File: config.mk
export PLATFORM = sky130hd
export DESIGN_NAME = module_gpio_port
export DESIGN_NICKNAME = d
export VERILOG_FILES = /design/src/common/gpio_port_pkg.sv /design/src/hdl/module_gpio_port.sv /design/src/hdl/pad_cell.sv
export SDC_FILE = /design/constraint.sdc
export NUM_CORES = 1
export LEC_CHECK = 0
export BUFFER_PORTS_ARGS = -buffer_cell sky130_fd_sc_hd__buf_2
export CORE_ASPECT_RATIO = 0.7
export CORE_MARGIN = 10
export CORE_UTILIZATION = 45
export DETAILED_ROUTE_END_ITERATION = 16
export PLACE_DENSITY = 0.64
export SKIP_CTS_REPAIR_TIMING = 1
export SLEW_MARGIN = 20
export SYNTH_ARGS = -nofsm -noshare
export SYNTH_HDL_FRONTEND = slang
export SYNTH_HIERARCHICAL = 1
export SYNTH_SLANG_ARGS = --single-unit
export TNS_END_PERCENT = 10
File: constraint.sdc
create_clock -name clk -period 2.9 [get_ports clk]
set_clock_uncertainty 0.15 [all_clocks]
set_input_delay 0.58 -clock clk [delete_from_list [all_inputs] [get_ports clk]]
set_output_delay 0.58 -clock clk [all_outputs]
set_load 0.02 [all_outputs]
File: src/common/gpio_port_pkg.sv
// Constants for the general-purpose pad port: pad count, register map,
// mode codes, per-pad capability and reset levels.
// Assumes a single 10 MHz clock domain and a plain register port.
package gpio_port_pkg;

    localparam int unsigned PAD_COUNT    = 22;
    localparam int unsigned ADDR_WIDTH   = 8;
    localparam int unsigned DATA_WIDTH   = 32;
    localparam int unsigned MODE_WIDTH   = 2;

    // Pad indices, zero based (pad number minus one)
    localparam int unsigned ALARM_PAD_IDX    = 5;
    localparam int unsigned HIGH_RST_PAD_IDX = 20;

    // Register word addresses
    localparam logic [ADDR_WIDTH-1:0] ADDR_PAD_IN     = 8'h00;
    localparam logic [ADDR_WIDTH-1:0] ADDR_PAD_OUT    = 8'h04;
    localparam logic [ADDR_WIDTH-1:0] ADDR_MODE_REQ   = 8'h08;
    localparam logic [ADDR_WIDTH-1:0] ADDR_MODE_LO    = 8'h0c;
    localparam logic [ADDR_WIDTH-1:0] ADDR_MODE_HI    = 8'h10;
    localparam logic [ADDR_WIDTH-1:0] ADDR_ALARM_CTL  = 8'h14;
    localparam logic [ADDR_WIDTH-1:0] ADDR_TEMP_CTL   = 8'h18;
    localparam logic [ADDR_WIDTH-1:0] ADDR_STATUS     = 8'h1c;
    localparam logic [ADDR_WIDTH-1:0] ADDR_ALT_CAP    = 8'h20;

    // Mode request word: pad index in low byte, mode above it
    localparam int unsigned REQ_PAD_LSB  = 0;
    localparam int unsigned REQ_PAD_W    = 5;
    localparam int unsigned REQ_MODE_LSB = 8;

    // Alarm control bits
    localparam int unsigned ALARM_CLR_BIT = 0;
    // Overheat control fields
    localparam int unsigned TEMP_EN_BIT   = 0;
    localparam int unsigned TEMP_PAD_LSB  = 8;
    // Status bits
    localparam int unsigned STAT_REJECT_BIT = 0;
    localparam int unsigned STAT_ALARM_BIT  = 1;
    localparam int unsigned STAT_TEMP_BIT   = 2;

    // Pads per mode-readback word: 16 in the low word, the rest in the high word
    localparam int unsigned MODE_WORD_PADS = 16;

    typedef enum logic [MODE_WIDTH-1:0] {
        MODE_INPUT,
        MODE_OUTPUT,
        MODE_ALT
    } pad_mode_t;

    // Pads able to take the alternate function: pad six only
    localparam logic [PAD_COUNT-1:0] ALT_CAPABLE = 22'h00_0020;
    // Level held during reset and power transition: pad 21 high
    localparam logic [PAD_COUNT-1:0] RESET_LEVEL = 22'h10_0000;

endpackage

File: src/hdl/module_gpio_port.sv
`timescale 1ns/1ps
// General-purpose pad port with alarm and overheat alternate functions.
// Assumes firmware reaches it over a plain register port, pads synchronous.
// How it works
// - Each pad: input, output or alternate
// - Input read returns present pad level
// - Output level written and read back
// - Alternate pad driven only internally
// - Pads reset to input, low level
// - Pad 21 sits high during reset
// - Modes offered only where pad supports
// - Pad six alternate is alarm output
// - Alarm rises at start, cleared by command
// - Overheat pad driven high at limit, pad six only (sole alternate pad)
module module_gpio_port
    import gpio_port_pkg::*;
#(
    parameter int unsigned PADS = PAD_COUNT
) (
    input  wire logic                  clk,
    input  wire logic                  rst_n,
    input  wire logic [ADDR_WIDTH-1:0] addr,
    input  wire logic [DATA_WIDTH-1:0] wrData,
    input  wire logic                  wrStrobe,
    input  wire logic                  rdStrobe,
    output logic      [DATA_WIDTH-1:0] rdData,
    input  wire logic [PADS-1:0]       padIn,
    output logic      [PADS-1:0]       padOut,
    output logic      [PADS-1:0]       padOe,
    input  wire logic                  alarmStart,
    input  wire logic                  overTemp
);

    logic [PADS-1:0]   modeWrite;
    logic [PADS-1:0]   levelWrite;
    logic [PADS-1:0]   altLevel;
    logic [PADS-1:0]   outLevel;
    logic [PADS-1:0]   inLevel;
    logic [PADS-1:0]   padReject;
    logic [PADS-1:0]   isInput;
    logic [PADS-1:0]   isOutput;
    pad_mode_t         padMode [PADS];
    pad_mode_t         reqMode;
    logic [REQ_PAD_W-1:0] reqPad;

    logic              alarm;
    logic              next_alarm;
    logic              tempEn;
    logic              next_tempEn;
    logic [REQ_PAD_W-1:0] tempPad;
    logic [REQ_PAD_W-1:0] next_tempPad;
    logic              tempHit;
    logic              next_tempHit;
    logic              rejectFlag;
    logic              next_rejectFlag;
    logic [DATA_WIDTH-1:0] next_rdData;
    logic [MODE_WIDTH*MODE_WORD_PADS-1:0] modeLoWord;
    logic [MODE_WIDTH*MODE_WORD_PADS-1:0] modeHiWord;

    // Decode of register writes
    assign reqPad  = wrData[REQ_PAD_LSB +: REQ_PAD_W];
    assign reqMode = pad_mode_t'(wrData[REQ_MODE_LSB +: MODE_WIDTH]);

    // Per-pad instances with capability and reset level
    generate
        for (genvar i = 0; i < PADS; i++) begin : g_pad
            assign modeWrite[i]  = wrStrobe && (addr == ADDR_MODE_REQ)
                                   && (reqPad == REQ_PAD_W'(i));
            assign levelWrite[i] = wrStrobe && (addr == ADDR_PAD_OUT)
                                   && isOutput[i];
            assign altLevel[i]   = ((i == ALARM_PAD_IDX) && alarm)
                                   || (tempEn && tempHit && (tempPad == REQ_PAD_W'(i)));
            assign isInput[i]    = (padMode[i] == MODE_INPUT);
            assign isOutput[i]   = (padMode[i] == MODE_OUTPUT);
            pad_cell #(
                .RESET_HIGH (RESET_LEVEL[i]),
                .ALT_OK     (ALT_CAPABLE[i])
            ) u_pad (
                .clk        (clk),
                .rst_n      (rst_n),
                .modeWrite  (modeWrite[i]),
                .modeReq    (reqMode),
                .levelWrite (levelWrite[i]),
                .levelReq   (wrData[i]),
                .altLevel   (altLevel[i]),
                .padIn      (padIn[i]),
                .mode       (padMode[i]),
                .outLevel   (outLevel[i]),
                .padOut     (padOut[i]),
                .padOe      (padOe[i]),
                .inLevel    (inLevel[i]),
                .reject     (padReject[i])
            );
        end
    endgenerate

    // Mode readback packing, two bits per pad
    always_comb begin
        modeLoWord = '0;
        modeHiWord = '0;
        for (int k = 0; k < PADS; k++) begin
            if (k < MODE_WORD_PADS) begin
                modeLoWord[MODE_WIDTH*k +: MODE_WIDTH] = padMode[k];
            end else begin
                modeHiWord[MODE_WIDTH*(k-MODE_WORD_PADS) +: MODE_WIDTH] = padMode[k];
            end
        end
    end

    // Alarm, overheat and reject state
    always_comb begin
        next_alarm      = alarm;
        next_tempEn     = tempEn;
        next_tempPad    = tempPad;
        next_tempHit    = tempHit;
        next_rejectFlag = rejectFlag;
        if (wrStrobe && (addr == ADDR_ALARM_CTL) && wrData[ALARM_CLR_BIT]) begin
            next_alarm = 1'b0;
        end
        if (alarmStart) begin
            next_alarm = 1'b1;
        end
        if (wrStrobe && (addr == ADDR_TEMP_CTL)) begin
            next_tempEn  = wrData[TEMP_EN_BIT];
            next_tempPad = wrData[TEMP_PAD_LSB +: REQ_PAD_W];
        end
        next_tempHit = overTemp;
        if (wrStrobe && (addr == ADDR_STATUS) && wrData[STAT_REJECT_BIT]) begin
            next_rejectFlag = 1'b0;
        end
        if ((|padReject) || (wrStrobe && (addr == ADDR_MODE_REQ)
                             && (reqPad >= REQ_PAD_W'(PADS)))) begin
            next_rejectFlag = 1'b1;
        end
    end

    always_ff @(posedge clk or negedge rst_n) begin
        if (!rst_n) begin
            alarm      <= 1'b0;
            tempEn     <= 1'b0;
            tempPad    <= '0;
            tempHit    <= 1'b0;
            rejectFlag <= 1'b0;
        end else begin
            alarm      <= next_alarm;
            tempEn     <= next_tempEn;
            tempPad    <= next_tempPad;
            tempHit    <= next_tempHit;
            rejectFlag <= next_rejectFlag;
        end
    end

    // Read mux, data one cycle after strobe
    always_comb begin
        next_rdData = '0;
        if (rdStrobe) begin
            case (addr)
                ADDR_PAD_IN:    next_rdData[PADS-1:0] = inLevel & isInput;
                ADDR_PAD_OUT:   next_rdData[PADS-1:0] = outLevel & isOutput;
                ADDR_MODE_LO:   next_rdData = modeLoWord;
                ADDR_MODE_HI:   next_rdData = modeHiWord;
                ADDR_ALARM_CTL: next_rdData[STAT_ALARM_BIT] = alarm;
                ADDR_TEMP_CTL: begin
                    next_rdData[TEMP_EN_BIT] = tempEn;
                    next_rdData[TEMP_PAD_LSB +: REQ_PAD_W] = tempPad;
                end
                ADDR_STATUS: begin
                    next_rdData[STAT_REJECT_BIT] = rejectFlag;
                    next_rdData[STAT_ALARM_BIT]  = alarm;
                    next_rdData[STAT_TEMP_BIT]   = tempHit;
                end
                ADDR_ALT_CAP:   next_rdData[PADS-1:0] = ALT_CAPABLE[PADS-1:0];
                default:        next_rdData = '0;
            endcase
        end
    end

    always_ff @(posedge clk or negedge rst_n) begin
        if (!rst_n) begin
            rdData <= '0;
        end else begin
            rdData <= next_rdData;
        end
    end

endmodule // module_gpio_port

File: src/hdl/pad_cell.sv
`timescale 1ns/1ps
// One pad: mode, output register, driven level and enable.
// Assumes pad input already synchronous to clk.
module pad_cell
    import gpio_port_pkg::*;
#(
    parameter logic RESET_HIGH = 1'b0,
    parameter logic ALT_OK     = 1'b0
) (
    input  wire logic      clk,
    input  wire logic      rst_n,
    input  wire logic      modeWrite,
    input  wire pad_mode_t modeReq,
    input  wire logic      levelWrite,
    input  wire logic      levelReq,
    input  wire logic      altLevel,
    input  wire logic      padIn,
    output pad_mode_t      mode,
    output logic           outLevel,
    output logic           padOut,
    output logic           padOe,
    output logic           inLevel,
    output logic           reject
);

    pad_mode_t next_mode;
    logic      next_outLevel;
    logic      next_padOut;
    logic      next_padOe;
    logic      next_inLevel;
    logic      modeOk;

    // Capability check and next state
    always_comb begin
        modeOk        = (modeReq == MODE_INPUT) || (modeReq == MODE_OUTPUT)
                        || ((modeReq == MODE_ALT) && ALT_OK);
        reject        = 1'b0;
        next_mode     = mode;
        next_outLevel = outLevel;
        if (modeWrite) begin
            if (modeOk) begin
                next_mode = modeReq;
            end else begin
                reject = 1'b1;
            end
        end
        if (levelWrite) begin
            next_outLevel = levelReq;
        end
        case (next_mode)
            MODE_OUTPUT: begin
                next_padOut = next_outLevel;
                next_padOe  = 1'b1;
            end
            MODE_ALT: begin
                next_padOut = altLevel;
                next_padOe  = 1'b1;
            end
            default: begin
                next_padOut = 1'b0;
                next_padOe  = 1'b0;
            end
        endcase
        next_inLevel = padIn;
    end

    always_ff @(posedge clk or negedge rst_n) begin
        if (!rst_n) begin
            mode     <= MODE_INPUT;
            outLevel <= 1'b0;
            padOut   <= RESET_HIGH;
            padOe    <= RESET_HIGH;
            inLevel  <= 1'b0;
        end else begin
            mode     <= next_mode;
            outLevel <= next_outLevel;
            padOut   <= next_padOut;
            padOe    <= next_padOe;
            inLevel  <= next_inLevel;
        end
    end

endmodule // pad_cell

# [Word-level counts from Yosys, hierarchy flattened]
# Cells that the tools add are included.
[word_totals] output_inout_bits=76 ff_bits=173 word_cells=514 inputBits=68
[op_classes] magnitude_cmp=1 n_eq_ne=118 reduce_logical=131 bitwise=2 mux=146
[ops] operator="== test 2 x 1 -> 1 bit, second input constant" n=45
[ops] operator="two-way mux 2 bit" n=44
[ops] operator="== test 5 x 4 -> 1 bit, second input constant" n=16
[ops] operator="logical AND 1 bit" n=75
[ops] operator="two-way mux 1 bit" n=72
[ops] operator="== test 5 bit, second input constant" n=12
[ops] operator="case mux 5 bit (5 select lines)" n=2
[ops] operator="== test 2 bit, second input constant" n=23
[ops] operator="logical NOT 2 bit" n=23
[ops] operator="OR reduction 2 bit" n=23
[ops] operator="AND 22 bit" n=2
[ops] operator="case mux 1 bit (2 select lines)" n=22
[ops] operator="== test 5 x 3 -> 1 bit, second input constant" n=8
[ops] operator="== test 8 x 5 -> 1 bit, second input constant" n=4
[ops] operator="two-way mux 32 bit" n=1
[ops] operator="case mux 9 bit (3 select lines)" n=1
[ops] operator="OR reduction 22 bit" n=1
[ops] operator="== test 5 x 2 -> 1 bit, second input constant" n=4
[ops] operator="== test 8 x 4 -> 1 bit, second input constant" n=2
[ops] operator="== test 5 x 1 -> 1 bit, second input constant" n=2
[ops] operator="logical NOT 5 bit" n=2
[ops] operator="two-way mux 10 bit" n=1
[ops] operator="case mux 1 bit (5 select lines)" n=2
[ops] operator="== test 8 x 3 -> 1 bit, second input constant" n=1
[ops] operator="other kinds (6)" n=10

# [Longest topological paths before layout]
# Gate-level depths: netlist of the first run.
[logic_depth] word_depth=8 ltp_mapped=10 mapped_depth_nobuf=9

# [By module]
# The synthesis of the first run kept the hierarchy.
[modules_own_cells] mod="pad_cell (g_pad[0].u_pad ...)" seq_area_each_um2=150.1 n_inst=20 area_per_inst_um2=261.5 cells_per_inst=18
[modules_own_cells] mod="module_gpio_port" seq_area_each_um2=1026.0 n_inst=1 area_per_inst_um2=2865.2 cells_per_inst=332
[modules_own_cells] mod="pad_cell (g_pad[5].u_pad)" seq_area_each_um2=150.1 n_inst=1 area_per_inst_um2=274.0 cells_per_inst=22
[modules_own_cells] mod="pad_cell (g_pad[20].u_pad)" seq_area_each_um2=152.6 n_inst=1 area_per_inst_um2=264.0 cells_per_inst=18

# [Worst setup path before layout of the first run]
# Ideal clock, no wire load.
[synth_timing] path_kind="input to register" from="input addr[3]" to="register g_pad[16].u_pad.padOut" required_ps=2628 arrival_time_ps=2709 path_slack_ps=-80 cell_stages=10 setup_time_ps=122 path_buffers=1 cell_sequence="buf_4 -> nor4b_4 -> nand4_1 -> or3_4 -> nor3_1 -> nand2b_4 -> mux2_2 -> ha_1 -> nor2b_1 -> a32o_1"
[synth_via] elab_chain_cells=6 elab_cells_between_ends=11 classes_between="eq/ne: 4; mux: 3; reduce/logical: 4"
[synth_lines] element="start: declaration" line="module_gpio_port.sv:22" source="input wire logic [ADDR_WIDTH-1:0] addr,"
[synth_lines] element="== test 8 x 4 -> 1 bit *" line="module_gpio_port.sv:67" source="assign modeWrite[i] = wrStrobe && (addr == ADDR_MODE_REQ)"
[synth_lines] element="logical AND 1 bit *" line="module_gpio_port.sv:67"
[synth_lines] element="logical AND 1 bit *" line="module_gpio_port.sv:68" source="&& (reqPad == REQ_PAD_W'(i));"
[synth_lines] element="via modeWrite[16]" line="module_gpio_port.sv:34" source="logic [PADS-1:0] modeWrite;"
[synth_lines] element="two-way mux 2 bit *" line="pad_cell.sv:40" source="if (modeWrite) begin"
[synth_lines] element="via g_pad[16].u_pad.next_mode[0]" line="pad_cell.sv:26" source="pad_mode_t next_mode;"
[synth_lines] element="== test 2 bit / == test 2 x 1 -> 1 bit (equally long branches)" line="pad_cell.sv:50" source="case (next_mode)"
[synth_lines] element="case mux 1 bit (2 select lines) *" line="pad_cell.sv:50"
[synth_lines] element="via g_pad[16].u_pad.next_padOut" line="pad_cell.sv:28" source="logic next_padOut;"
[synth_lines] element="end signal: assignment" line="pad_cell.sv:77" source="padOut <= next_padOut;"
[synth_lines] element="end: declaration" line="pad_cell.sv:20" source="output logic padOut,"
# Mark *: on every way through the listed nets, which the timed path passes. The rest lies on a longest branch.
# A chain may end at the register's enable or synchronous reset.

# [Final worst setup path of the first run]
[layout_timing] from="input addr[5]" to="register g_pad[9].u_pad.padOut"
[layout_via] elab_chain_cells=6 elab_cells_between_ends=11 classes_between="eq/ne: 4; mux: 3; reduce/logical: 4"
[layout_lines] element="== test 8 x 4 -> 1 bit *" line="module_gpio_port.sv:67"
[layout_lines] element="logical AND 1 bit *" line="module_gpio_port.sv:67"
[layout_lines] element="logical AND 1 bit *" line="module_gpio_port.sv:68"
[layout_lines] element="via modeWrite[9]" line="module_gpio_port.sv:34"
[layout_lines] element="two-way mux 2 bit *" line="pad_cell.sv:40"
[layout_lines] element="via g_pad[9].u_pad.next_mode[0]" line="pad_cell.sv:26"
[layout_lines] element="== test 2 bit / == test 2 x 1 -> 1 bit (equally long branches)" line="pad_cell.sv:50"
[layout_lines] element="case mux 1 bit (2 select lines) *" line="pad_cell.sv:50"
[layout_lines] element="via g_pad[9].u_pad.next_padOut" line="pad_cell.sv:28"
[layout_lines] element="end signal: assignment" line="pad_cell.sv:77"
[layout_lines] element="end: declaration" line="pad_cell.sv:20"
# Marks and branches as above.

==> flow_metrics.tcl, run 1 <==
set metrics [dict create \
    status "finished with violations" \
    violations "hold timing" \
    synth.distinct_cells 53 \
    grt_max_degree 60 \
    groute.usage.overall_pct 20.2 \
    grt_pass1_wl_mm 38.5 \
    cts_tree "built" \
    antenna_found_initial 0 \
    initial_core_util_pct 45.8 \
    min_path_type "in2async" \
    synth_top_cell_area_share_pct 49.6 \
    syn-instance-count 732 \
    worst_pin_slew_ns 0.714 \
    fin_nets 1048 \
    final_hold_viol_count 55 \
    rr_worst_depth 4 \
    synth_edf_count 0 \
    htreeDepth 4 \
    criticalPathCategory "in2reg" \
    drc_errors 0 \
    stdcell_area_um2 10700 \
    final_antenna_net_count 0 \
    die_area_um2 25200 \
    powerDensity_nw_per_um2 462 \
    insertion_delay_ns 0.45 \
    power_w 0.00493 \
    multi_input_area_um2 4140 \
    fp.dieH_um 136 \
    io_pins 144 \
    synth-main-ff-cell "dfrtp_1" \
    register_area_um2 4330 \
    cts_buffer_depth 2 \
    maxSlewViolCount 0 \
    grt_pass1_vias 6564 \
    synth.largest_area_cell "dfrtp_1" \
    diodes 0 \
    max_clock_freq_ghz 0.361 \
    worstPathMaxFanout 4 \
    peakVddDrop_v 0.000398 \
    wl_per_cell_um 20.8 \
    p_leak_nw 5.42 \
    cts_num_sinks 173 \
    period_share_pct 95.6 \
    syn_to_final_growth_pct 23.6 \
    cts_buffers 17 \
    drive_gt1_share_pct 34.0 \
    cp_data_required_time_ns 3.08 \
    worstPathArrival_ns 2.95 \
    dpl.hpwl_mm 18.2 \
    drtPass1Iterations 5 \
    worst_setup_path_start_kind "input port" \
    place_congestion 0.904 \
    ys_async_sr_fraction_pct 100 \
    setup_violations 0 \
    routed_via_density 5.45 \
    core_area_um2 18900 \
    min_period_ns 2.77 \
    fill_cells 1651 \
    die_w_um 186 \
    slew_headroom_pct 52.4 \
    num_rows 42 \
    drt_iter0_drc 534 \
    num_vias 6496 \
    cp-end-kind "register" \
    path_clk_slew_ns 0.08 \
    yosysMostFrequentCell "dfrtp_1" \
    cts_root_buf "clkbuf_16" \
    synth-seq-cells 173 \
    placed_area_um2 10100 \
    syn_area_per_cell_um2 11.8 \
    rsz0062_at_grt "no" \
    maxCapViolCount 0 \
    synth-seq-area-share_pct 50.2 \
    synthesis.nets 844 \
    drt_wl_total_mm 24.8 \
    hold_slack_ns -0.0337 \
    io_buffers 133 \
    yosys_warnings 6 \
    synth_area_leaders "dfrtp_1 50%, ha_1 6.4%, and2_1 4.1%" \
    synth.cell_area_um2 8630 \
    grt_overflow 0 \
    ys_top_cells_by_count "171 x dfrtp_1, 56 x and2_1, 52 x nor2_1" \
]
==> registers in the layout (all words and copies together), names as in the netlist, named ones only <==
name and count:
g_pad.u_pad/padOe 22, tempEn 1, g_pad.u_pad/inLevel 22, rejectFlag 1
g_pad.u_pad/mode 43, g_pad.u_pad/outLevel 22, g_pad.u_pad/padOut 22, tempPad 5
alarm 1, tempHit 1, rdData 32
==> metrics by stage <==
step	setup TNS [ns]	hold WS, ns	util, %	instances	setup slack (ns)
after floorplan	-0.0205	0.134	-	732	-0.0205
after global placement	-4.56	0.353	53.6	1159	-0.300
after detailed placement	-4.05	0.361	53.6	1159	-0.294
after CTS	0	-0.0217	56.5	1191	0.159
after global routing	0	0.00782	56.5	1191	0.0191
final	0	-0.0337	56.5	1191	0.127
==> report_power, final <==
group | switching, W | internal [W] | total [W]
registers | 0.0000140 | 0.00243 | 0.00245
logic | 0.000162 | 0.0000994 | 0.000261
clock network | 0.00106 | 0.00115 | 0.00222
total | 0.00124 | 0.00368 | 0.00493
==> final timing paths <==
path / slack [ns] / endpoint / startpoint
min in group clk: 0.08 / g_pad[1].u_pad/inLevel$_DFF_PN0_ / padIn[1]
hold / removal: -0.03 / rejectFlag$_DFFE_PN0P_ / rst_n
max in group asynchronous: 1.93 / g_pad[18].u_pad/inLevel$_DFF_PN0_ / rst_n
hold reg to reg: 0.37 / g_pad[6].u_pad/outLevel$_DFF_PN0_ / g_pad[6].u_pad/outLevel$_DFF_PN0_
setup / recovery: 0.13 / g_pad[9].u_pad/padOut$_DFF_PN0_ / addr[5]
setup reg to reg: 1.12 / rdData[11]$_DFF_PN0_ / g_pad[11].u_pad/mode[0]$_DFF_PN0_
==> cell type report <==
cell class                 instances  share of cell area [%]
inverter                          25                   0.880
timing repair buffer             204                    11.6
multi-input combinational        515                    38.8
sequential                       173                    40.6
tap                              242                    2.84
clock inverter                    14                    1.11
clock buffer                      18                    4.12
==> worst max-delay path: stages <==
cell      delay (ns)
buf_2           0.12
nor4_4          0.38
and4b_1         0.31
nand3b_1        0.17
nor2_1          0.42
nand2b_4        0.12
mux2_2          0.31
ha_1            0.20
nor2b_1         0.13
a32o_1          0.21
==> kinds of logic after synthesis <==
group / count (synthesis) / share of synthesized area [%]
mux: 74 / 10.3
flops: 173 / 50.2
buf+inv: 44 / 2.04
compound gates: 96 / 8.99
fa+ha+maj: 44 / 6.38
simple gates: 301 / 22.1
==> cells in the final DEF (no fill, tap or decap), types with 3 or more instances in the layout <==
cell	Yosys	final
a211o_1	7	7
a21o_1	3	3
a21oi_1	14	14
a22o_1	4	4
a22oi_1	6	6
a2bb2oi_1	8	8
a32o_1	24	24
a32oi_1	11	11
and2_1	56	56
and3_1	4	4
buf_12	0	3
buf_2	3	132
buf_4	2	68
clkbuf_16	0	17
dfrtp_1	171	171
ha_1	44	44
inv_1	25	25
inv_6	0	9
mux2_2	30	30
mux2_4	22	22
mux2i_1	22	22
nand2_1	43	43
nand2b_1	7	7
nand2b_4	21	21
nand3_1	15	15
nand3b_1	11	11
nand4_1	4	4
nor2_1	52	52
nor2b_1	36	36
nor3_1	9	8
nor3b_1	22	22
nor4_1	5	5
o21a_1	4	4
o21ai_0	4	4
==> metal layers <==
| metal | global-route usage [%] | vias to the layer above | share of wire (%) |
|---|---|---|---|
| li1 | - | 3025 | - |
| met1 | 29.6 | 3218 | 48 |
| met3 | 4.69 | 29 | 7.1 |
| met5 | 0 | - | 0 |
| met2 | 28.8 | 224 | 43 |
| met4 | 6.07 | 0 | 1.4 |
(Power assumes the default switching activity.)
==> run 2: changes to the inputs <==
Settings changed: CORE_UTILIZATION 45 to 61, GPL_TIMING_DRIVEN set to 0, PLACE_DENSITY 0.64 to 0.83.
==> flow_metrics.tcl, run 2 (synthesis results as in run 1) <==
set metrics [dict create \
    status "finished with violations" \
    violations "hold timing, setup timing" \
    groute.usage.overall_pct 25.6 \
    setup_violations 2 \
    worst_pin_slew_ns 0.978 \
    dpl.hpwl_mm 17.5 \
    slew_headroom_pct 34.8 \
    insertion_delay_ns 0.43 \
    fin_nets 1003 \
    drt_wl_total_mm 24.8 \
    stdcell_area_um2 10400 \
    final_cell_mix "171 x dfrtp_1, 135 x buf_2, 56 x and2_1" \
    grt_overflow 0 \
    wl_per_cell_um 22.7 \
    initial_core_util_pct 62.2 \
    setup_tns_ns -0.0661 \
    min_path_type "in2async" \
    cts_root_buf "clkbuf_16" \
    grt_pass1_wl_mm 38.7 \
    p_leak_nw 5.17 \
    grt_max_degree 96 \
    largest_reg_flops 43 \
    criticalPathCategory "in2reg" \
    cp-end-kind "register" \
    drive_gt1_share_pct 31.5 \
    powerDensity_nw_per_um2 494 \
    routed_via_density 6.08 \
    fill_cells 986 \
    place_congestion 0.983 \
    syn_to_final_growth_pct 20.2 \
    layout_commonest_cell "dfrtp_1" \
    htreeDepth 4 \
    antenna_found_initial 1 \
    hold_slack_ns -0.0327 \
    post-route-worst-setup-slack_ns -0.0384 \
    final_antenna_net_count 0 \
    worst_setup_path_start_kind "input port" \
    grt_pass1_vias 6989 \
    min_period_ns 2.94 \
    cts_tree "built" \
    drt_iter0_drc 664 \
    cts_num_sinks 173 \
    diodes 0 \
    maxSlewViolCount 0 \
    multi_input_area_um2 4250 \
    io_buffers 133 \
    worstPathArrival_ns 3.11 \
    core_area_um2 13900 \
    period_share_pct 101 \
    power_w 0.00513 \
    path_clk_slew_ns 0.06 \
    max_clock_freq_ghz 0.340 \
    maxCapViolCount 0 \
    io_pins 144 \
    max_flop_register "g_pad.u_pad/mode" \
    rsz0062_at_grt "yes" \
    peakVddDrop_v 0.000414 \
    num_vias 6648 \
    cp_data_required_time_ns 3.07 \
    placed_area_um2 9580 \
    reg_top3 "g_pad.u_pad/mode: 43 flops, rdData: 32 flops" \
    die_w_um 162 \
    drtPass1Iterations 6 \
    num_rows 36 \
    die_area_um2 19400 \
    final_hold_viol_count 52 \
    drc_errors 0 \
    cts_buffer_depth 2 \
    cts_buffers 17 \
    register_area_um2 4330 \
    fp.dieH_um 120 \
    r2r_slack_ns 1.19 \
    worstPathMaxFanout 10 \
]
==> run 2: critical path: stages <==
cell and delay [ns]:
buf_2 0.17, buf_6 0.17, nor4b_4 0.35, nand4_1 0.21
or3_4 0.42, nor3_4 0.27, nand2b_4 0.11, mux2_2 0.30
ha_1 0.20, nor2b_1 0.12, a32o_1 0.20
==> run 2: per-stage QoR <==
step	instances	utilization, %	setup WS [ns]
2_1_floorplan	732	-	-0.0205
3_3_place_gp	1055	68.8	-1.32
3_5_place_dp	1056	69.0	-0.704
4_1_cts	1087	73.6	-0.253
5_1_grt	1093	74.8	-0.0940
6_report	1093	74.8	-0.0384
==> run 2: where the power goes <==
part	internal, W	total, W	leakage [nW]	switching, W
registers	0.00244	0.00245	2.35	0.0000141
logic	0.0000855	0.000251	2.52	0.000165
clock network	0.00147	0.00243	0.299	0.000962
==> run 2: cell type report <==
class | count | area share, %
buffer | 19 | 0.856
clock buffer | 18 | 4.23
clock inverter | 13 | 1.81
inverter | 25 | 0.904
multi-input combinational | 515 | 40.9
sequential | 173 | 41.8
tap | 190 | 2.29
timing repair buffer | 140 | 7.21
==> run 2: worst paths after layout <==
path / start / end / cells past startpoint
max: addr[3] / g_pad[16].u_pad/padOut$_DFF_PN0_ / 11
min: rst_n / g_pad[13].u_pad/padOut$_DFF_PN0_ / 1
max reg2reg: g_pad[11].u_pad/mode[0]$_DFF_PN0_ / rdData[11]$_DFF_PN0_ / 4
min reg2reg: alarm$_DFFE_PN0P_ / alarm$_DFFE_PN0P_ / 1
max in group asynchronous: rst_n / g_pad[20].u_pad/padOut$_DFF_PN1_ / 2
min in group clk: padIn[15] / g_pad[15].u_pad/inLevel$_DFF_PN0_ / 1
==> run 2: routing by layer <==
layer  share of wire [%]  vias to the layer above  wire length (um)  global-route usage [%]
met4                 2.1                        2               522                    8.33
met5               0.028                        -                 7                       0
met2                  47                      349             11700                    40.7
met1                  41                     3320             10200                    33.3
met3                 9.5                       55              2370                    7.14
li1                    -                     2922                 -                       -
